File: config.mk
export PLATFORM = sky130hd
export DESIGN_NAME = electrode_lead_off_monitor
export DESIGN_NICKNAME = d
export VERILOG_FILES = /design/src/shared/leadoff_pkg.sv /design/src/hdl/electrode_lead_off_monitor.sv
export VERILOG_INCLUDE_DIRS = /design/src /design/src/shared
export SDC_FILE = /design/constraint.sdc
export NUM_CORES = 1
export LEC_CHECK = 0
export ABC_CLOCK_PERIOD_IN_PS = 5200
export BUFFER_PORTS_ARGS = -buffer_cell sky130_fd_sc_hd__buf_4
export CORE_ASPECT_RATIO = 0.5
export CORE_MARGIN = 2
export CORE_UTILIZATION = 40
export CTS_BUF_LIST = sky130_fd_sc_hd__clkbuf_4
export DETAILED_ROUTE_END_ITERATION = 10
export PLACE_DENSITY = 0.64
export SLEW_MARGIN = 25
export SYNTH_ARGS = -nofsm -noshare
export SYNTH_HDL_FRONTEND = slang
export SYNTH_SLANG_ARGS = --single-unit
File: constraint.sdc
create_clock -name pclk -period 5.2 [get_ports pclk]
set_clock_uncertainty 0.1 [all_clocks]
set_input_delay 0.78 -clock pclk [delete_from_list [all_inputs] [get_ports pclk]]
set_output_delay 0.78 -clock pclk [all_outputs]
set_load 0.05 [all_outputs]
File: src/shared/leadoff_defines.svh
`ifndef LEADOFF_DEFINES_SVH
`define LEADOFF_DEFINES_SVH

// Register indices; byte address is four times the index
`define IDX_STATUS     10'h001
`define IDX_MASK       10'h002
`define IDX_CLOCK      10'h01A
`define IDX_AC_CTRL    10'h021
`define IDX_AC_LOWER   10'h026
`define IDX_AC_UPPER   10'h027
`define IDX_DC_CTRL    10'h050
`define IDX_DC_THRESH  10'h051

// Field positions
`define POS_DC_EN      6
`define POS_EXT_EN     5
`define POS_DRV_EN     4
`define POS_CLK_SEL    5
`define POS_AC_EN      0
`define POS_AC_OVER    6
`define POS_AC_UNDER   5
`define POS_DRV_FLAG   4

// Reset values
`define RST_REG8       8'h00
`define RST_STATUS     7'h00

// Timing at a 50 MHz pclk
`define CLK_KHZ        50000
`define T_DC_FAST_MS   115
`define T_DC_SLOW_MS   140
`define T_DRV_FAST_MS  125
`define T_DRV_SLOW_MS  128
`define T_AC_MS        128
`define MS_TO_CYC(ms)  ((ms) * `CLK_KHZ)

`endif

File: src/shared/leadoff_pkg.sv
package leadoff_pkg;

    typedef struct packed {
        logic [3:0] dc;        // pos high, pos low, neg high, neg low
        logic       drv_low;
        logic       drv_high;
    } cmp_pins_t;

    typedef struct packed {
        logic        valid;
        logic [19:0] data;
    } adc_word_t;

    typedef struct packed {
        logic       dc_leadoff_enable;
        logic       external_leadoff_enable;
        logic       drive_range_check_enable;
        logic [2:0] dc_leadoff_current_sel;
        logic [3:0] dc_leadoff_threshold;
        logic       timing_clock_select;
        logic       ac_threshold_enable;
        logic [7:0] ac_lower_limit;
        logic [7:0] ac_upper_limit;
    } cfg_t;

    typedef struct packed {
        cfg_t              cfg;
        logic [6:0]        status;
        logic [6:0]        mask;
        logic [5:0]        sync1;
        logic [5:0]        sync2;
        logic [5:0]        sync3;
        logic [5:0]        cmp;
        logic              ac_over;
        logic              ac_under;
        logic [6:0][22:0]  cnt;
        logic              pready;
        logic              pslverr;
        logic [31:0]       prdata;
        logic              irq;
    } state_t;

endpackage

File: src/hdl/electrode_lead_off_monitor.sv
`include "leadoff_defines.svh"

// Function
// - Two dual DC comparators check sense voltage
// - DC detection runs only when enabled
// - Three-bit field selects DC injection current
// - Either input crossing upper/lower limit flags
// - Four-bit field sets DC comparator threshold
// - DC flag after 115 or 140 ms
// - Drive sample outside window trips checker
// - Drive checking active only when enabled
// - Drive flag after 125 or 128 ms
// - AC checker compares ADC output, enabled
// - AC lower and upper limit registers
// - Over/under flags after 128 ms persistence
// - Status flags clear when read
module electrode_lead_off_monitor #(
    parameter int DC_FAST_CYC  = `MS_TO_CYC(`T_DC_FAST_MS),
    parameter int DC_SLOW_CYC  = `MS_TO_CYC(`T_DC_SLOW_MS),
    parameter int DRV_FAST_CYC = `MS_TO_CYC(`T_DRV_FAST_MS),
    parameter int DRV_SLOW_CYC = `MS_TO_CYC(`T_DRV_SLOW_MS),
    parameter int AC_CYC       = `MS_TO_CYC(`T_AC_MS)
) (
    // Clock and reset
    input  wire logic                  pclk,
    input  wire logic                  presetn,
    // APB slave
    input  wire logic                  psel,
    input  wire logic                  penable,
    input  wire logic                  pwrite,
    input  wire logic [11:0]           paddr,
    input  wire logic [31:0]           pwdata,
    output logic                       pready,
    output logic [31:0]                prdata,
    output logic                       pslverr,
    // Analog comparator results and receive ADC samples
    input  wire leadoff_pkg::cmp_pins_t cmp_pins,
    input  wire leadoff_pkg::adc_word_t adc_word,
    // Settings to the analog front end
    output leadoff_pkg::cfg_t          cfg,
    // Interrupt
    output logic                       irq
);
    import leadoff_pkg::*;

    state_t      st;
    state_t      next_st;
    logic [9:0]  idx;
    logic        access;
    logic        done;
    logic [6:0]  viol;
    logic [6:0]  ev;
    logic [6:0]  clr;
    logic [6:0][22:0] lim;

    assign idx = paddr[11:2];
    assign access = psel & penable;
    assign done = access & st.pready;

    function automatic logic mapped(input logic [9:0] i);
        unique case (i)
            `IDX_STATUS, `IDX_MASK, `IDX_CLOCK, `IDX_AC_CTRL,
            `IDX_AC_LOWER, `IDX_AC_UPPER, `IDX_DC_CTRL,
            `IDX_DC_THRESH: mapped = 1'b1;
            default:        mapped = 1'b0;
        endcase
    endfunction

    function automatic logic [31:0] read_reg(input logic [9:0] i,
                                             input state_t s);
        logic [7:0] v;
        v = 8'h00;
        unique case (i)
            `IDX_STATUS:    v = {1'b0, s.status};
            `IDX_MASK:      v = {1'b0, s.mask};
            `IDX_CLOCK:     v[`POS_CLK_SEL] = s.cfg.timing_clock_select;
            `IDX_AC_CTRL:   v[`POS_AC_EN] = s.cfg.ac_threshold_enable;
            `IDX_AC_LOWER:  v = s.cfg.ac_lower_limit;
            `IDX_AC_UPPER:  v = s.cfg.ac_upper_limit;
            `IDX_DC_CTRL: begin
                v[`POS_DC_EN]  = s.cfg.dc_leadoff_enable;
                v[`POS_EXT_EN] = s.cfg.external_leadoff_enable;
                v[`POS_DRV_EN] = s.cfg.drive_range_check_enable;
                v[2:0]         = s.cfg.dc_leadoff_current_sel;
            end
            `IDX_DC_THRESH: v[3:0] = s.cfg.dc_leadoff_threshold;
            default:        v = 8'h00;
        endcase
        read_reg = {24'h000000, v};
    endfunction

    // Persistence length per timer; bits 3:0 DC, 4 drive, 5/6 AC
    function automatic logic [22:0] limit_for(input int i,
                                              input logic fast);
        if (i < 4) begin
            limit_for = fast ? 23'(DC_FAST_CYC) : 23'(DC_SLOW_CYC);
        end else if (i == 4) begin
            limit_for = fast ? 23'(DRV_FAST_CYC) : 23'(DRV_SLOW_CYC);
        end else begin
            limit_for = 23'(AC_CYC);
        end
    endfunction

    always_comb begin
        next_st = st;
        ev = 7'h00;
        clr = 7'h00;

        // Three-flop synchronisers; a change counts when stages 2 and 3 agree
        next_st.sync1 = {cmp_pins.dc, cmp_pins.drv_low, cmp_pins.drv_high};
        next_st.sync2 = st.sync1;
        next_st.sync3 = st.sync2;
        for (int i = 0; i < 6; i++) begin
            if (st.sync2[i] == st.sync3[i]) begin
                next_st.cmp[i] = st.sync3[i];
            end
        end

        // ADC upper byte against the limits, held between samples
        if (adc_word.valid) begin
            next_st.ac_over  = adc_word.data[19:12] >
                               st.cfg.ac_upper_limit;
            next_st.ac_under = adc_word.data[19:12] <
                               st.cfg.ac_lower_limit;
        end

        // Any of four DC comparator limits counts, gated by enable
        viol[3:0] = st.cmp[5:2] &
                    {4{st.cfg.dc_leadoff_enable}};
        viol[4] = (st.cmp[1] | st.cmp[0]) &
                  st.cfg.drive_range_check_enable;
        viol[5] = st.ac_under & st.cfg.ac_threshold_enable;
        viol[6] = st.ac_over & st.cfg.ac_threshold_enable;

        // Timers saturate, so a lasting fault sets its flag again after a read
        for (int i = 0; i < 7; i++) begin
            lim[i] = limit_for(i, st.cfg.timing_clock_select);
            if (!viol[i]) begin
                next_st.cnt[i] = 23'h000000;
            end else if (st.cnt[i] < lim[i]) begin
                next_st.cnt[i] = st.cnt[i] + 23'h000001;
            end
            ev[i] = viol[i] &&
                    (st.cnt[i] >= lim[i] - 23'h000001);
        end

        // APB: one wait state, then pready with data
        next_st.pready  = access & ~st.pready;
        next_st.pslverr = access & ~st.pready & ~mapped(idx);
        if (access && !st.pready) begin
            next_st.prdata = pwrite ? 32'h00000000 : read_reg(idx, st);
        end

        if (done && pwrite) begin
            unique case (idx)
                `IDX_STATUS:  clr = pwdata[6:0];
                `IDX_MASK:    next_st.mask = pwdata[6:0];
                `IDX_CLOCK: begin
                    next_st.cfg.timing_clock_select = pwdata[`POS_CLK_SEL];
                end
                `IDX_AC_CTRL: begin
                    next_st.cfg.ac_threshold_enable = pwdata[`POS_AC_EN];
                end
                `IDX_AC_LOWER: begin
                    next_st.cfg.ac_lower_limit = pwdata[7:0];
                end
                `IDX_AC_UPPER: begin
                    next_st.cfg.ac_upper_limit = pwdata[7:0];
                end
                `IDX_DC_CTRL: begin
                    next_st.cfg.dc_leadoff_enable = pwdata[`POS_DC_EN];
                    next_st.cfg.external_leadoff_enable =
                        pwdata[`POS_EXT_EN];
                    next_st.cfg.drive_range_check_enable =
                        pwdata[`POS_DRV_EN];
                    next_st.cfg.dc_leadoff_current_sel = pwdata[2:0];
                end
                `IDX_DC_THRESH: begin
                    next_st.cfg.dc_leadoff_threshold = pwdata[3:0];
                end
                default: clr = 7'h00;
            endcase
        end else if (done && idx == `IDX_STATUS) begin
            // Only bits that were reported get cleared, none set since
            clr = st.prdata[6:0];
        end

        // Set wins over clear
        next_st.status = (st.status & ~clr) | ev;
        next_st.irq = |(next_st.status & next_st.mask);
    end

    always_ff @(posedge pclk or negedge presetn) begin
        if (!presetn) begin
            st <= '0;
            st.status <= `RST_STATUS;
            st.mask <= `RST_STATUS;
            st.cfg.ac_lower_limit <= `RST_REG8;
            st.cfg.ac_upper_limit <= `RST_REG8;
        end else begin
            st <= next_st;
        end
    end

    assign pready  = st.pready;
    assign prdata  = st.prdata;
    assign pslverr = st.pslverr;
    assign cfg     = st.cfg;
    assign irq     = st.irq;

    // Checks
    logic status_read_done;
    assign status_read_done = done & ~pwrite & (idx == `IDX_STATUS);

    property p_dc_gated;
        @(posedge pclk) disable iff (!presetn)
        !st.cfg.dc_leadoff_enable |=> (st.cnt[3:0] == '0);
    endproperty
    a_dc_gated: assert property (p_dc_gated)
        else $error("dc timer runs while disabled");

    property p_drv_gated;
        @(posedge pclk) disable iff (!presetn)
        !st.cfg.drive_range_check_enable |=> (st.cnt[4] == '0);
    endproperty
    a_drv_gated: assert property (p_drv_gated)
        else $error("drive timer runs while disabled");

    property p_ac_gated;
        @(posedge pclk) disable iff (!presetn)
        !st.cfg.ac_threshold_enable |=> (st.cnt[6:5] == '0);
    endproperty
    a_ac_gated: assert property (p_ac_gated)
        else $error("ac timers run while disabled");

    property p_dc_persist;
        @(posedge pclk) disable iff (!presetn)
        $rose(st.status[0]) |->
            ($past(st.cnt[0]) >= $past(lim[0]) - 23'h000001);
    endproperty
    a_dc_persist: assert property (p_dc_persist)
        else $error("dc flag set before persistence");

    property p_drv_persist;
        @(posedge pclk) disable iff (!presetn)
        $rose(st.status[`POS_DRV_FLAG]) |->
            ($past(st.cnt[4]) >= $past(lim[4]) - 23'h000001);
    endproperty
    a_drv_persist: assert property (p_drv_persist)
        else $error("drive flag set before persistence");

    property p_ac_persist;
        @(posedge pclk) disable iff (!presetn)
        $rose(st.status[`POS_AC_OVER]) |->
            ($past(st.cnt[6]) == 23'(AC_CYC) - 23'h000001 ||
             $past(st.cnt[6]) == 23'(AC_CYC));
    endproperty
    a_ac_persist: assert property (p_ac_persist)
        else $error("over flag set before persistence");

    property p_read_clears;
        @(posedge pclk) disable iff (!presetn)
        status_read_done |=>
            (st.status == (($past(st.status) & ~$past(st.prdata[6:0]))
                           | $past(ev)));
    endproperty
    a_read_clears: assert property (p_read_clears)
        else $error("status not cleared by read");

    property p_restart;
        @(posedge pclk) disable iff (!presetn)
        !viol[0] ##1 !viol[0] |-> (st.cnt[0] == '0);
    endproperty
    a_restart: assert property (p_restart)
        else $error("dc timer not restarted");

    property p_cur_write;
        @(posedge pclk) disable iff (!presetn)
        (done && pwrite && idx == `IDX_DC_CTRL) |=>
            (cfg.dc_leadoff_current_sel == $past(pwdata[2:0]));
    endproperty
    a_cur_write: assert property (p_cur_write)
        else $error("current select not written");

    property p_thr_write;
        @(posedge pclk) disable iff (!presetn)
        (done && pwrite && idx == `IDX_DC_THRESH) |=>
            (cfg.dc_leadoff_threshold == $past(pwdata[3:0]));
    endproperty
    a_thr_write: assert property (p_thr_write)
        else $error("threshold not written");

    property p_irq;
        @(posedge pclk) disable iff (!presetn)
        irq == |(st.status & st.mask);
    endproperty
    a_irq: assert property (p_irq)
        else $error("irq does not follow masked status");

    property p_drv_restart;
        @(posedge pclk) disable iff (!presetn)
        !viol[4] |=> (st.cnt[4] == '0);
    endproperty
    a_drv_restart: assert property (p_drv_restart)
        else $error("drive timer not restarted");

    property p_dc_sets;
        @(posedge pclk) disable iff (!presetn)
        (viol[0] && st.cnt[0] >= lim[0] - 23'h000001) |=> st.status[0];
    endproperty
    a_dc_sets: assert property (p_dc_sets)
        else $error("dc flag missing after persistence");

    property p_drv_sets;
        @(posedge pclk) disable iff (!presetn)
        (viol[4] && st.cnt[4] >= lim[4] - 23'h000001) |=>
            st.status[`POS_DRV_FLAG];
    endproperty
    a_drv_sets: assert property (p_drv_sets)
        else $error("drive flag missing after persistence");

    property p_ac_sets;
        @(posedge pclk) disable iff (!presetn)
        (viol[6] && st.cnt[6] >= 23'(AC_CYC) - 23'h000001) |=>
            st.status[`POS_AC_OVER];
    endproperty
    a_ac_sets: assert property (p_ac_sets)
        else $error("over flag missing after persistence");

    property p_under_persist;
        @(posedge pclk) disable iff (!presetn)
        $rose(st.status[`POS_AC_UNDER]) |->
            ($past(st.cnt[5]) >= 23'(AC_CYC) - 23'h000001);
    endproperty
    a_under_persist: assert property (p_under_persist)
        else $error("under flag set before persistence");

    property p_wait_state;
        @(posedge pclk) disable iff (!presetn)
        (access && !st.pready) |=> st.pready;
    endproperty
    a_wait_state: assert property (p_wait_state)
        else $error("ready not given after one wait state");

    property p_sync_agree;
        @(posedge pclk) disable iff (!presetn)
        ((st.cmp ^ $past(st.cmp)) &
         ($past(st.sync2) ^ $past(st.sync3))) == 6'h00;
    endproperty
    a_sync_agree: assert property (p_sync_agree)
        else $error("comparator taken before stages agreed");

endmodule

**After elaboration in Yosys (flattened, before gate mapping)**

Index checks and enable logic that the tools add are counted.

- Register bits after elaboration: 264
- Latch bits: 0
- Bits in writable memories: 0
- Bits in read-only memories: 0
- Input port bits: 76
- Output and inout port bits: 63
- Word-level logic and storage cells: 143
- Memories: 0

- Add/sub/neg operators: 9
- $mul: 0
- Divide/modulo/power cells: 0
- Order comparisons: 16
- Eq/ne operators: 21
- Shift operators: 0
- Mux-type cells: 30
- Bitwise operators: 15
- Reductions and logical operators: 19

Operators by type and width:

| cell | number |
|---|---|
| $mux 23 | 14 |
| $add 23x1->23 const B | 7 |
| $ge 23x23->1 | 5 |
| $lt 23x23->1 | 5 |
| $ge 23x23->1 const B | 2 |
| $lt 23x23->1 const B | 2 |
| $sub 23x1->23 const B | 2 |
| $mux 22 | 2 |
| $mux 7 | 5 |
| $eq 10x6->1 const B | 3 |
| $eq 10x7->1 const B | 2 |
| $pmux 1 s5 | 3 |
| $and 7x7->7 | 2 |
| $ne 2x1->1 const B | 7 |
| $pmux 2 s6 | 1 |
| $reduce_and 2->1 | 6 |
| $eq 10x1->1 const B | 1 |
| $eq 10x2->1 const B | 1 |
| $eq 10x5->1 const B | 1 |
| $logic_and 1x1->1 | 10 |
| $gt 8x8->1 | 1 |
| $lt 8x8->1 | 1 |
| $mux 8 | 1 |
| $reduce_or 8->1 | 1 |
| 13 further kinds | 25 |

**Depth between registers and ports, before layout**

Gate-level depths: netlist of the first run.

- Word-level depth: 10
- Gate-level depth with buffers: 11
- Gate-level depth less buffers: 9

**Worst setup path before layout of the first run**

No wires, ideal clock.

- Path type: flip-flop to flip-flop
- Start: reg cfg[17] (netlist name)
- End: reg st[118] in the netlist's numbering
- Library setup time: 0.078 ns
- Arrival: 4.019 ns
- Required time: 5.022 ns
- Setup slack: 1.003 ns
- Cell stages (with the launch flop): 10
- Path buffers: 0
- Period minus slack after synthesis: 4.197 ns
- Cells stage by stage: dfrtp_1 inv_1 ha_1 a21o_1 a21o_1 a21oi_1 a21boi_1 nand3_1 or3_1 a21oi_1

- Longest elaborated chain between the ends: 3

RTL lines:

| element | RTL line | RTL |
|---|---|---|
| $mux 22 | electrode_lead_off_monitor.sv:96 | `limit_for = fast ? 23'(DC_FAST_CYC) : 23'(DC_SLOW_CYC);` |
| $lt 23x23->1 | electrode_lead_off_monitor.sv:140 | `end else if (st.cnt[i] < lim[i]) begin` |
| $ne 2x1->1 (no line) | -- |  |
| end signal, assigned | electrode_lead_off_monitor.sv:201 | `st <= next_st;` |
| end, declared | electrode_lead_off_monitor.sv:46 | `state_t st;` |

No other way between the ends.
A chain may end at the register's enable or synchronous reset.

**Worst setup path in the final report of the first run**

- Start: reg cfg[17] (netlist name)
- End: reg st[118] in the netlist's numbering

- Longest elaborated chain between the ends: 3

RTL lines:

| element | RTL line |
|---|---|
| $mux 22 | electrode_lead_off_monitor.sv:96 |
| $lt 23x23->1 | electrode_lead_off_monitor.sv:140 |
| $ne 2x1->1 (no line) | -- |

No other way between the ends.

==> results by group, run 1 <==
Run status
  – Status: finished clean

Setup path
  – Maximum net fanout on the critical path: 21
  – Startpoint Class: flop
  – Reg2reg setup slack: roughly 1.4 ns
  – CP endpoint kind: flop
  – Depth of the most critical reg-to-reg path: 10
  – WP data arrival: between 4 and 5 ns
  – CP startpoint: cfg[17]
  – Worst R2R End: st[118]
  – Critical path type: reg2reg
  – WP data required: 5.74 ns
  – R2r startpoint: cfg[17]

Synth
  – Most frequent cell after synthesis: dfrtp_1
  – Synth top area share: ~43%
  – Yosys warnings: 0
  – Post-synth EDFFs: 0
  – Post-synth top cells: dfrtp_1 (240), nor2_1 (154), nand2_1 (116)
  – Syn Std Cell Area: 14,030 um^2
  – Top FF cell, synth: dfrtp_1
  – Library cells used by synthesis: 72
  – Async set-reset flop share out of synthesis: 100.0%
  – Seq/Total Area, Yosys: 42.80%
  – Synth area leader: dfrtp_1
  – Synth Area per Inst: 9.638 um^2
  – Post-synthesis register bit count: 240
  – Post-synthesis instance total: between 1,000 and 1,500
  – Synth top area cells: dfrtp_1 (43%), ha_1 (8.6%), nor2_1 (4.1%)

Clock network
  – H-tree levels: 2
  – Reg clk slew, reported paths: about 0.08 ns
  – CTS tree: done
  – # clock sinks: 240
  – CTS Hold Bufs: 6
  – Worst skew pair latency: 0.76 ns
  – Root buf cell: clkbuf_4
  – Post-CTS Setup Inserts: 0
  – Resized Gates After CTS: 0
  – Inserted Clock Buffers: 59
  – Clock Tree Buf Depth: 3

Floorplan
  – Io pins: approximately 140
  – DIE AREA: ~37,000 um^2
  – Row count: 48
  – Core area: 34,530 um^2
  – DIE WIDTH: about 270 um
  – Die height: about 140 um
  – Initial Util: between 40% and 50%

STA
  – Tightest Pin Transition: between 0.8 and 0.9 ns
  – Hold Violations, Final: 0
  – Fin crit share: between 70% and 80%
  – Max-slew violations: 0
  – Setup total negative slack: 0 ns
  – Slack of the critical path: roughly 1.4 ns
  – Setup Viol. Count Final: 0
  – Max_slew headroom: 43.88%
  – RSZ-0062 raised after global routing: no
  – Maximum clock rate: roughly 0.27 GHz
  – Period minus WS final: 3.773 ns

Drt
  – WL/cell: approximately 16 um
  – 1st-pass router iterations: 7
  – # DRC: 0
  – Vias/cell: 5.255
  – Starting DRT DRC Count: slightly below 800
  – Via Count: about 11,000
  – DRT Wirelength: 32,600 um
  – Final ANT Viol Nets: 0

Worst hold path
  – Hold_sp: pwdata[7]
  – Min-Delay Path Class: in2reg
  – Hold endpoint: cfg[7]
  – Hold depth: 2

Place
  – Dpl hpwl: approximately 22,000 um
  – I/O Buffers: 76
  – Worst slack, placed: 1.387 ns
  – Placer Congestion: roughly 0.86

GRT
  – Global-route wire length before repair: about 53,000 um
  – Total track usage: between 10% and 20%
  – Largest net degree at the start of global routing: ~120
  – Antenna violations before repair: 2
  – Grt ovf: 0
  – Vias in the first global route: approximately 10,000

Pwr
  – Pwr/cell area: approximately 230 nW/um^2
  – Lkg Pwr: 0.006798 uW
  – Max VDD drop: ~0.0001 V

Final layout
  – Share of cells above drive strength 1: between 10% and 20%
  – Layout net count: about 1,700
  – Area growth from synthesis to layout: 11.97%

Flow run
  – Max Cap Viol: 0
## layout by cell type (no fill, tap or decap), types with 12 or more instances in the layout
cell type / count
a21o_1: 12
a21oi_1: 71
and2_1: 18
and3_1: 34
and4_1: 18
buf_4: 83
clkbuf_4: 81
clkinv_1: 21
conb_1: 24
dfrtp_1: 239
ha_1: 96
inv_1: 46
mux2_2: 36
mux2i_1: 15
nand2_1: 116
nand3_1: 66
nand4_1: 54
nor2_1: 154
nor2b_1: 12
nor3_1: 20
nor4_1: 12
o21ai_0: 46
o31ai_1: 16
or3_1: 21
or4_1: 17
xnor2_1: 45
xor2_1: 66
## metrics by stage
stage | hold WS [ns] | utilization, % | total power [uW] | instances | area (um^2)
finish | 0.2118 | 45.50 | 3648 | 2067 | 15710
detailed placement | 0.2371 | 42.93 | 2084 | 1947 | 14830
floorplan | 0.2312 | - | 2012 | 1479 | 14120
global route | 0.1453 | 45.50 | 3826 | 2067 | 15710
CTS | 0.01752 | 45.30 | 3713 | 2064 | 15640
global placement | 0.2330 | 42.92 | 2083 | 1947 | 14820
## worst max path at each step
stage | endpoint | slack [ns] | cells past startpoint
floorplan | st[118] | 1.00 | 9
detailed placement | st[139] | 1.39 | 10
CTS | st[143] | 1.37 | 10
global placement | st[143] | 1.48 | 10
global route | st[126] | 1.08 | 10
finish | st[118] | 1.43 | 10
## kinds of logic (layout without fill, tap and decap cells)
logic type | after synthesis | count (layout) | synth area share, %
buf+inv | 139 | 251 | 5.332
mux | 51 | 51 | 3.959
fa+ha+maj | 102 | 102 | 8.987
xor+xnor | 111 | 111 | 6.928
flops | 240 | 240 | 42.80
compound gates | 233 | 233 | 10.79
simple gates | 579 | 579 | 21.18
other cells | 1 | 25 | 0.02672
## power by group
group          internal (uW)  switching [uW]  total, uW  leakage [uW]
registers               1880            10.0       1890       0.00326
clock network            778             818       1600      0.000451
logic                   45.6             115        161       0.00309
total                   2700             943       3650       0.00680
## final cells by class
class	count	area [um^2]
clock buffer	81	608.1
timing repair buffer	94	775.7
inverter	46	172.7
tap	475	594.3
multi-input combinational	1100	7406
sequential	240	6007
antenna	1	2.502
fill	3353	18820
clock inverter	30	147.6
## sequential cells by signal, summed over array words and instances, names as in the netlist
signal	count
pslverr	1
cfg	28
st	189
pready	1
prdata	8
irq	1
next_st	12
## worst max-delay path: stages, from the launching register on
cell	delay, ns
dfrtp_2	0.40
inv_1	0.56
buf_12	0.26
ha_1	0.26
a21o_1	0.18
a21o_1	0.16
a21oi_1	0.22
a21boi_1	0.56
nand3_1	0.37
or3_1	0.42
a21oi_1	0.15
## per-layer routing
metal	vias to the layer above	routed length, um	global-route usage, %
met5	-	10	0
met4	2	897	6.698
met3	60	1553	4.184
met2	199	14540	27.88
met1	5193	15600	24.78
li1	5408	-	-
Note: power is estimated with default switching activity, not from simulation.
==> inputs of run 2 (changes only) <==
Settings changed: ABC_AREA from default to 1, ABC_CLOCK_PERIOD_IN_PS 5200 to 3330, PLACE_DENSITY 0.64 to 0.65.
Clock period 5.2 ns to 3.33 ns, I/O delays scaled along.
==> results by group, run 2 <==
Setup path
  – Worst path slowest cell: dfrtp_2
  – Depth of the most critical reg-to-reg path: 14 (+4)
  – CP max stage delay: 0.41 ns (-0.15 ns)
  – Crit path buffers/inverters: 4 (+2)
  – Startpoint Class: flop
  – Maximum net fanout on the critical path: 16 (-24%)
  – Largest delay share family, worst path: simple AND/OR/NAND/NOR gates
  – Critical Path Stages: 14 (+4)
  – WP data arrival: 3.30 ns (-1.01 ns)
  – WP data required: 3.86 ns (-1.88 ns)
  – CP endpoint kind: flop
  – Critical path type: reg2reg
  – CP Cell Sequence: clkinvlp_4 > buf_4 > ha_1 > nand2_1 > nor2_1 > nand2_1 > inv_1 > nand2_1 > nand2_1 > a21oi_4 > inv_2 > nand2_1 > a21oi_1 > nor2b_1
  – Most common cell on crit path: nand2_1

Clock network
  – Post-CTS Setup Inserts: 0 (unchanged)
  – H-tree levels: 3 (+1)
  – Resized Gates After CTS: 0 (unchanged)
  – CTS Hold Bufs: 16 (+10)
  – Root buf cell: clkbuf_4
  – CTS tree: done
  – Inserted Clock Buffers: 66 (+12%)
  – Reg clk slew, reported paths: 0.06 ns (-0.02 ns)
  – Worst skew pair latency: 0.74 ns (-0.02 ns)
  – Clock Tree Buf Depth: 3 (unchanged)
  – # clock sinks: 240 (unchanged)

Synth
  – Synth top area share: 37.89% (-4.9 points)
  – Synth area leader: dfrtp_1
  – Post-synthesis instance total: 2,191 (+50%)
  – Top FF cell, synth: dfrtp_1
  – Most frequent cell after synthesis: nand2_1
  – Library cells used by synthesis: 55 (-24%)
  – Synth Area per Inst: 7.234 um^2 (-25%)
  – Post-synth EDFFs: 0 (unchanged)
  – Post-synth top cells: nand2_1 (607), nor2_1 (243), dfrtp_1 (240)
  – Yosys warnings: 0 (unchanged)
  – Syn Std Cell Area: 15,850 um^2 (+13%)
  – Async set-reset flop share out of synthesis: 100.0% (unchanged)
  – Seq/Total Area, Yosys: 37.89% (-4.9 points)
  – Post-synthesis register bit count: 240 (unchanged)
  – Synth top area cells: dfrtp_1 (38%), nand2_1 (14%), ha_1 (7.6%)

GRT
  – Total track usage: 20.05% (+2.0 points)
  – Antenna violations before repair: 2 (unchanged)
  – Grt ovf: 0 (unchanged)
  – Largest net degree at the start of global routing: 122 (-1.6%)
  – Global-route wire length before repair: 67,720 um (+27%)
  – Vias in the first global route: 13,754 (+32%)

STA
  – Tightest Pin Transition: 0.6745 ns (-0.1604 ns)
  – RSZ-0062 raised after global routing: no
  – Hold Violations, Final: 0 (unchanged)
  – Fin crit share: 83.17% (+11 points)
  – Period minus WS final: 2.770 ns (-1.003 ns)
  – Maximum clock rate: 0.3610 GHz (+36%)
  – Setup Viol. Count Final: 0 (unchanged)
  – Slack of the critical path: 0.5603 ns (-0.8666 ns)
  – Setup total negative slack: 0 ns (unchanged)
  – Max_slew headroom: 55.03% (+11 points)
  – Max-slew violations: 0 (unchanged)

Floorplan
  – Core area: 38,990 um^2 (+13%)
  – Io pins: 139 (unchanged)
  – Die height: 144.8 um (+6.1%)
  – Row count: 51 (+6.3%)
  – Initial Util: 40.65% (about the same)
  – DIE WIDTH: 285.5 um (+6.2%)
  – DIE AREA: 41,330 um^2 (+13%)

Place
  – Placer Congestion: 0.9022 (+5.0%)
  – Worst slack, placed: 0.6017 ns (-0.7851 ns)
  – I/O Buffers: 76 (unchanged)
  – Dpl hpwl: 29,550 um (+32%)

Final layout
  – Commonest non-fill, non-tap cells in the layout: nand2_1 (607), nor2_1 (243), dfrtp_1 (239)
  – Area growth from synthesis to layout: 11.84%
  – Leading cell type in the layout, fill and taps excluded: nand2_1
  – Share of cells above drive strength 1: 9.906% (-5.1 points)
  – Layout net count: 2,468 (+44%)
  – Top reg by flops: st
  – Max FFs per register: 189 (unchanged)

Pwr
  – Pwr/cell area: 337.2 nW/um^2 (+45%)
  – Lkg Pwr: 0.008015 uW (+18%)
  – Switch share: 25.00% (-0.86 points)
  – Internal Pwr Total: 4483 uW (+66%)
  – Logic pwr share: 4.3% (about the same)
  – Clock Power Share: 46.3% (+2.5 points)
  – Sequential group share of total power: 49.4% (-2.4 points)
  – Switch Pwr: 1494 uW (+58%)
  – Max VDD drop: 0.0001643 V (+60%)

Drt
  – Starting DRT DRC Count: 986 (+28%)
  – Vias/cell: 5.066 (-3.6%)
  – WL/cell: 14.17 um (-10%)
  – 1st-pass router iterations: 7 (unchanged)
  – Final ANT Viol Nets: 0 (unchanged)
  – DRT Wirelength: 40,730 um (+25%)
  – # DRC: 0 (unchanged)
  – Via Count: 14,559 (+34%)

Worst hold path
  – Min-Delay Path Class: in2reg
  – Hold depth: 4 (+2)

Run status
  – Status: finished clean

Flow run
  – Max Cap Viol: 0 (unchanged)
==> run 2: power groups by stage <==
stage	clock network [uW]	logic [uW]	registers, uW
2_1_floorplan	0	131	3010
3_3_place_gp	0	243	3010
3_5_place_dp	0	246	3010
4_1_cts	2850	263	2950
5_1_grt	3020	286	2950
6_report	2770	257	2950
==> run 2: final timing paths <==
kind                              startpoint           end  slack [ns]
max in group asynchronous            presetn     prdata[7]        1.96
worst min register to register  next_st[212]  next_st[206]        0.25
worst min-delay path               pwdata[1]       st[230]        0.05
worst max register to register       cfg[17]        st[68]        0.56
min in group asynchronous            presetn        st[51]        0.18
worst max-delay path                 cfg[17]        st[68]        0.56
==> run 2: metal layers <==
layer / vias to the layer above / share of wire (%) / GRT usage (%)
li1: 7362 / - / -
met1: 6756 / 47 / 26.65
met2: 379 / 45 / 32.70
met3: 62 / 5.5 / 4.498
met4: 0 / 2.1 / 6.310
met5: - / 0 / 0
==> run 2: worst reg2reg max path, delay by kind of cell (launching register included) <==
kind            cells  cell delay, ns
simple gates        7            0.95
flops               1            0.41
buf+inv             4            0.60
fa+ha+maj           1            0.33
compound gates      2            0.27
==> run 2: per-stage QoR <==
step | hold WS, ns | utilization, % | area, um^2 | cells | power, uW
finish | 0.04584 | 45.47 | 17730 | 2874 | 5978
global placement | 0.2321 | 42.89 | 16720 | 2742 | 3249
detailed placement | 0.2347 | 42.89 | 16720 | 2742 | 3252
global route | 0.004628 | 45.47 | 17730 | 2874 | 6260
CTS | 0.002859 | 45.45 | 17720 | 2872 | 6063
floorplan | 0.1039 | - | 15940 | 2214 | 3138
==> run 2: logic make-up (layout without fill, tap and decap cells) <==
group	Yosys count	count (layout)	share of synthesized area (%)
AND/OR/NAND/NOR	1195	1195	32.19
XOR/XNOR	48	48	2.652
flip-flops	240	240	37.89
other	1	26	0.02366
AO/OA/AOI/OAI	256	256	9.189
buffers and inverters	349	477	10.10
adder cells (fa/ha/maj)	102	102	7.957
==> run 2: final cells by class <==
type / count / area [um^2]
multi-input cells: 1625 / 8330
clock buffers: 103 / 773.2
clock inverters: 11 / 67.56
inverters: 249 / 939.7
diodes: 2 / 5.005
flip-flops and latches: 240 / 6007
well taps: 530 / 663.1
repair buffers: 114 / 940.9
fillers: 3926 / 21260
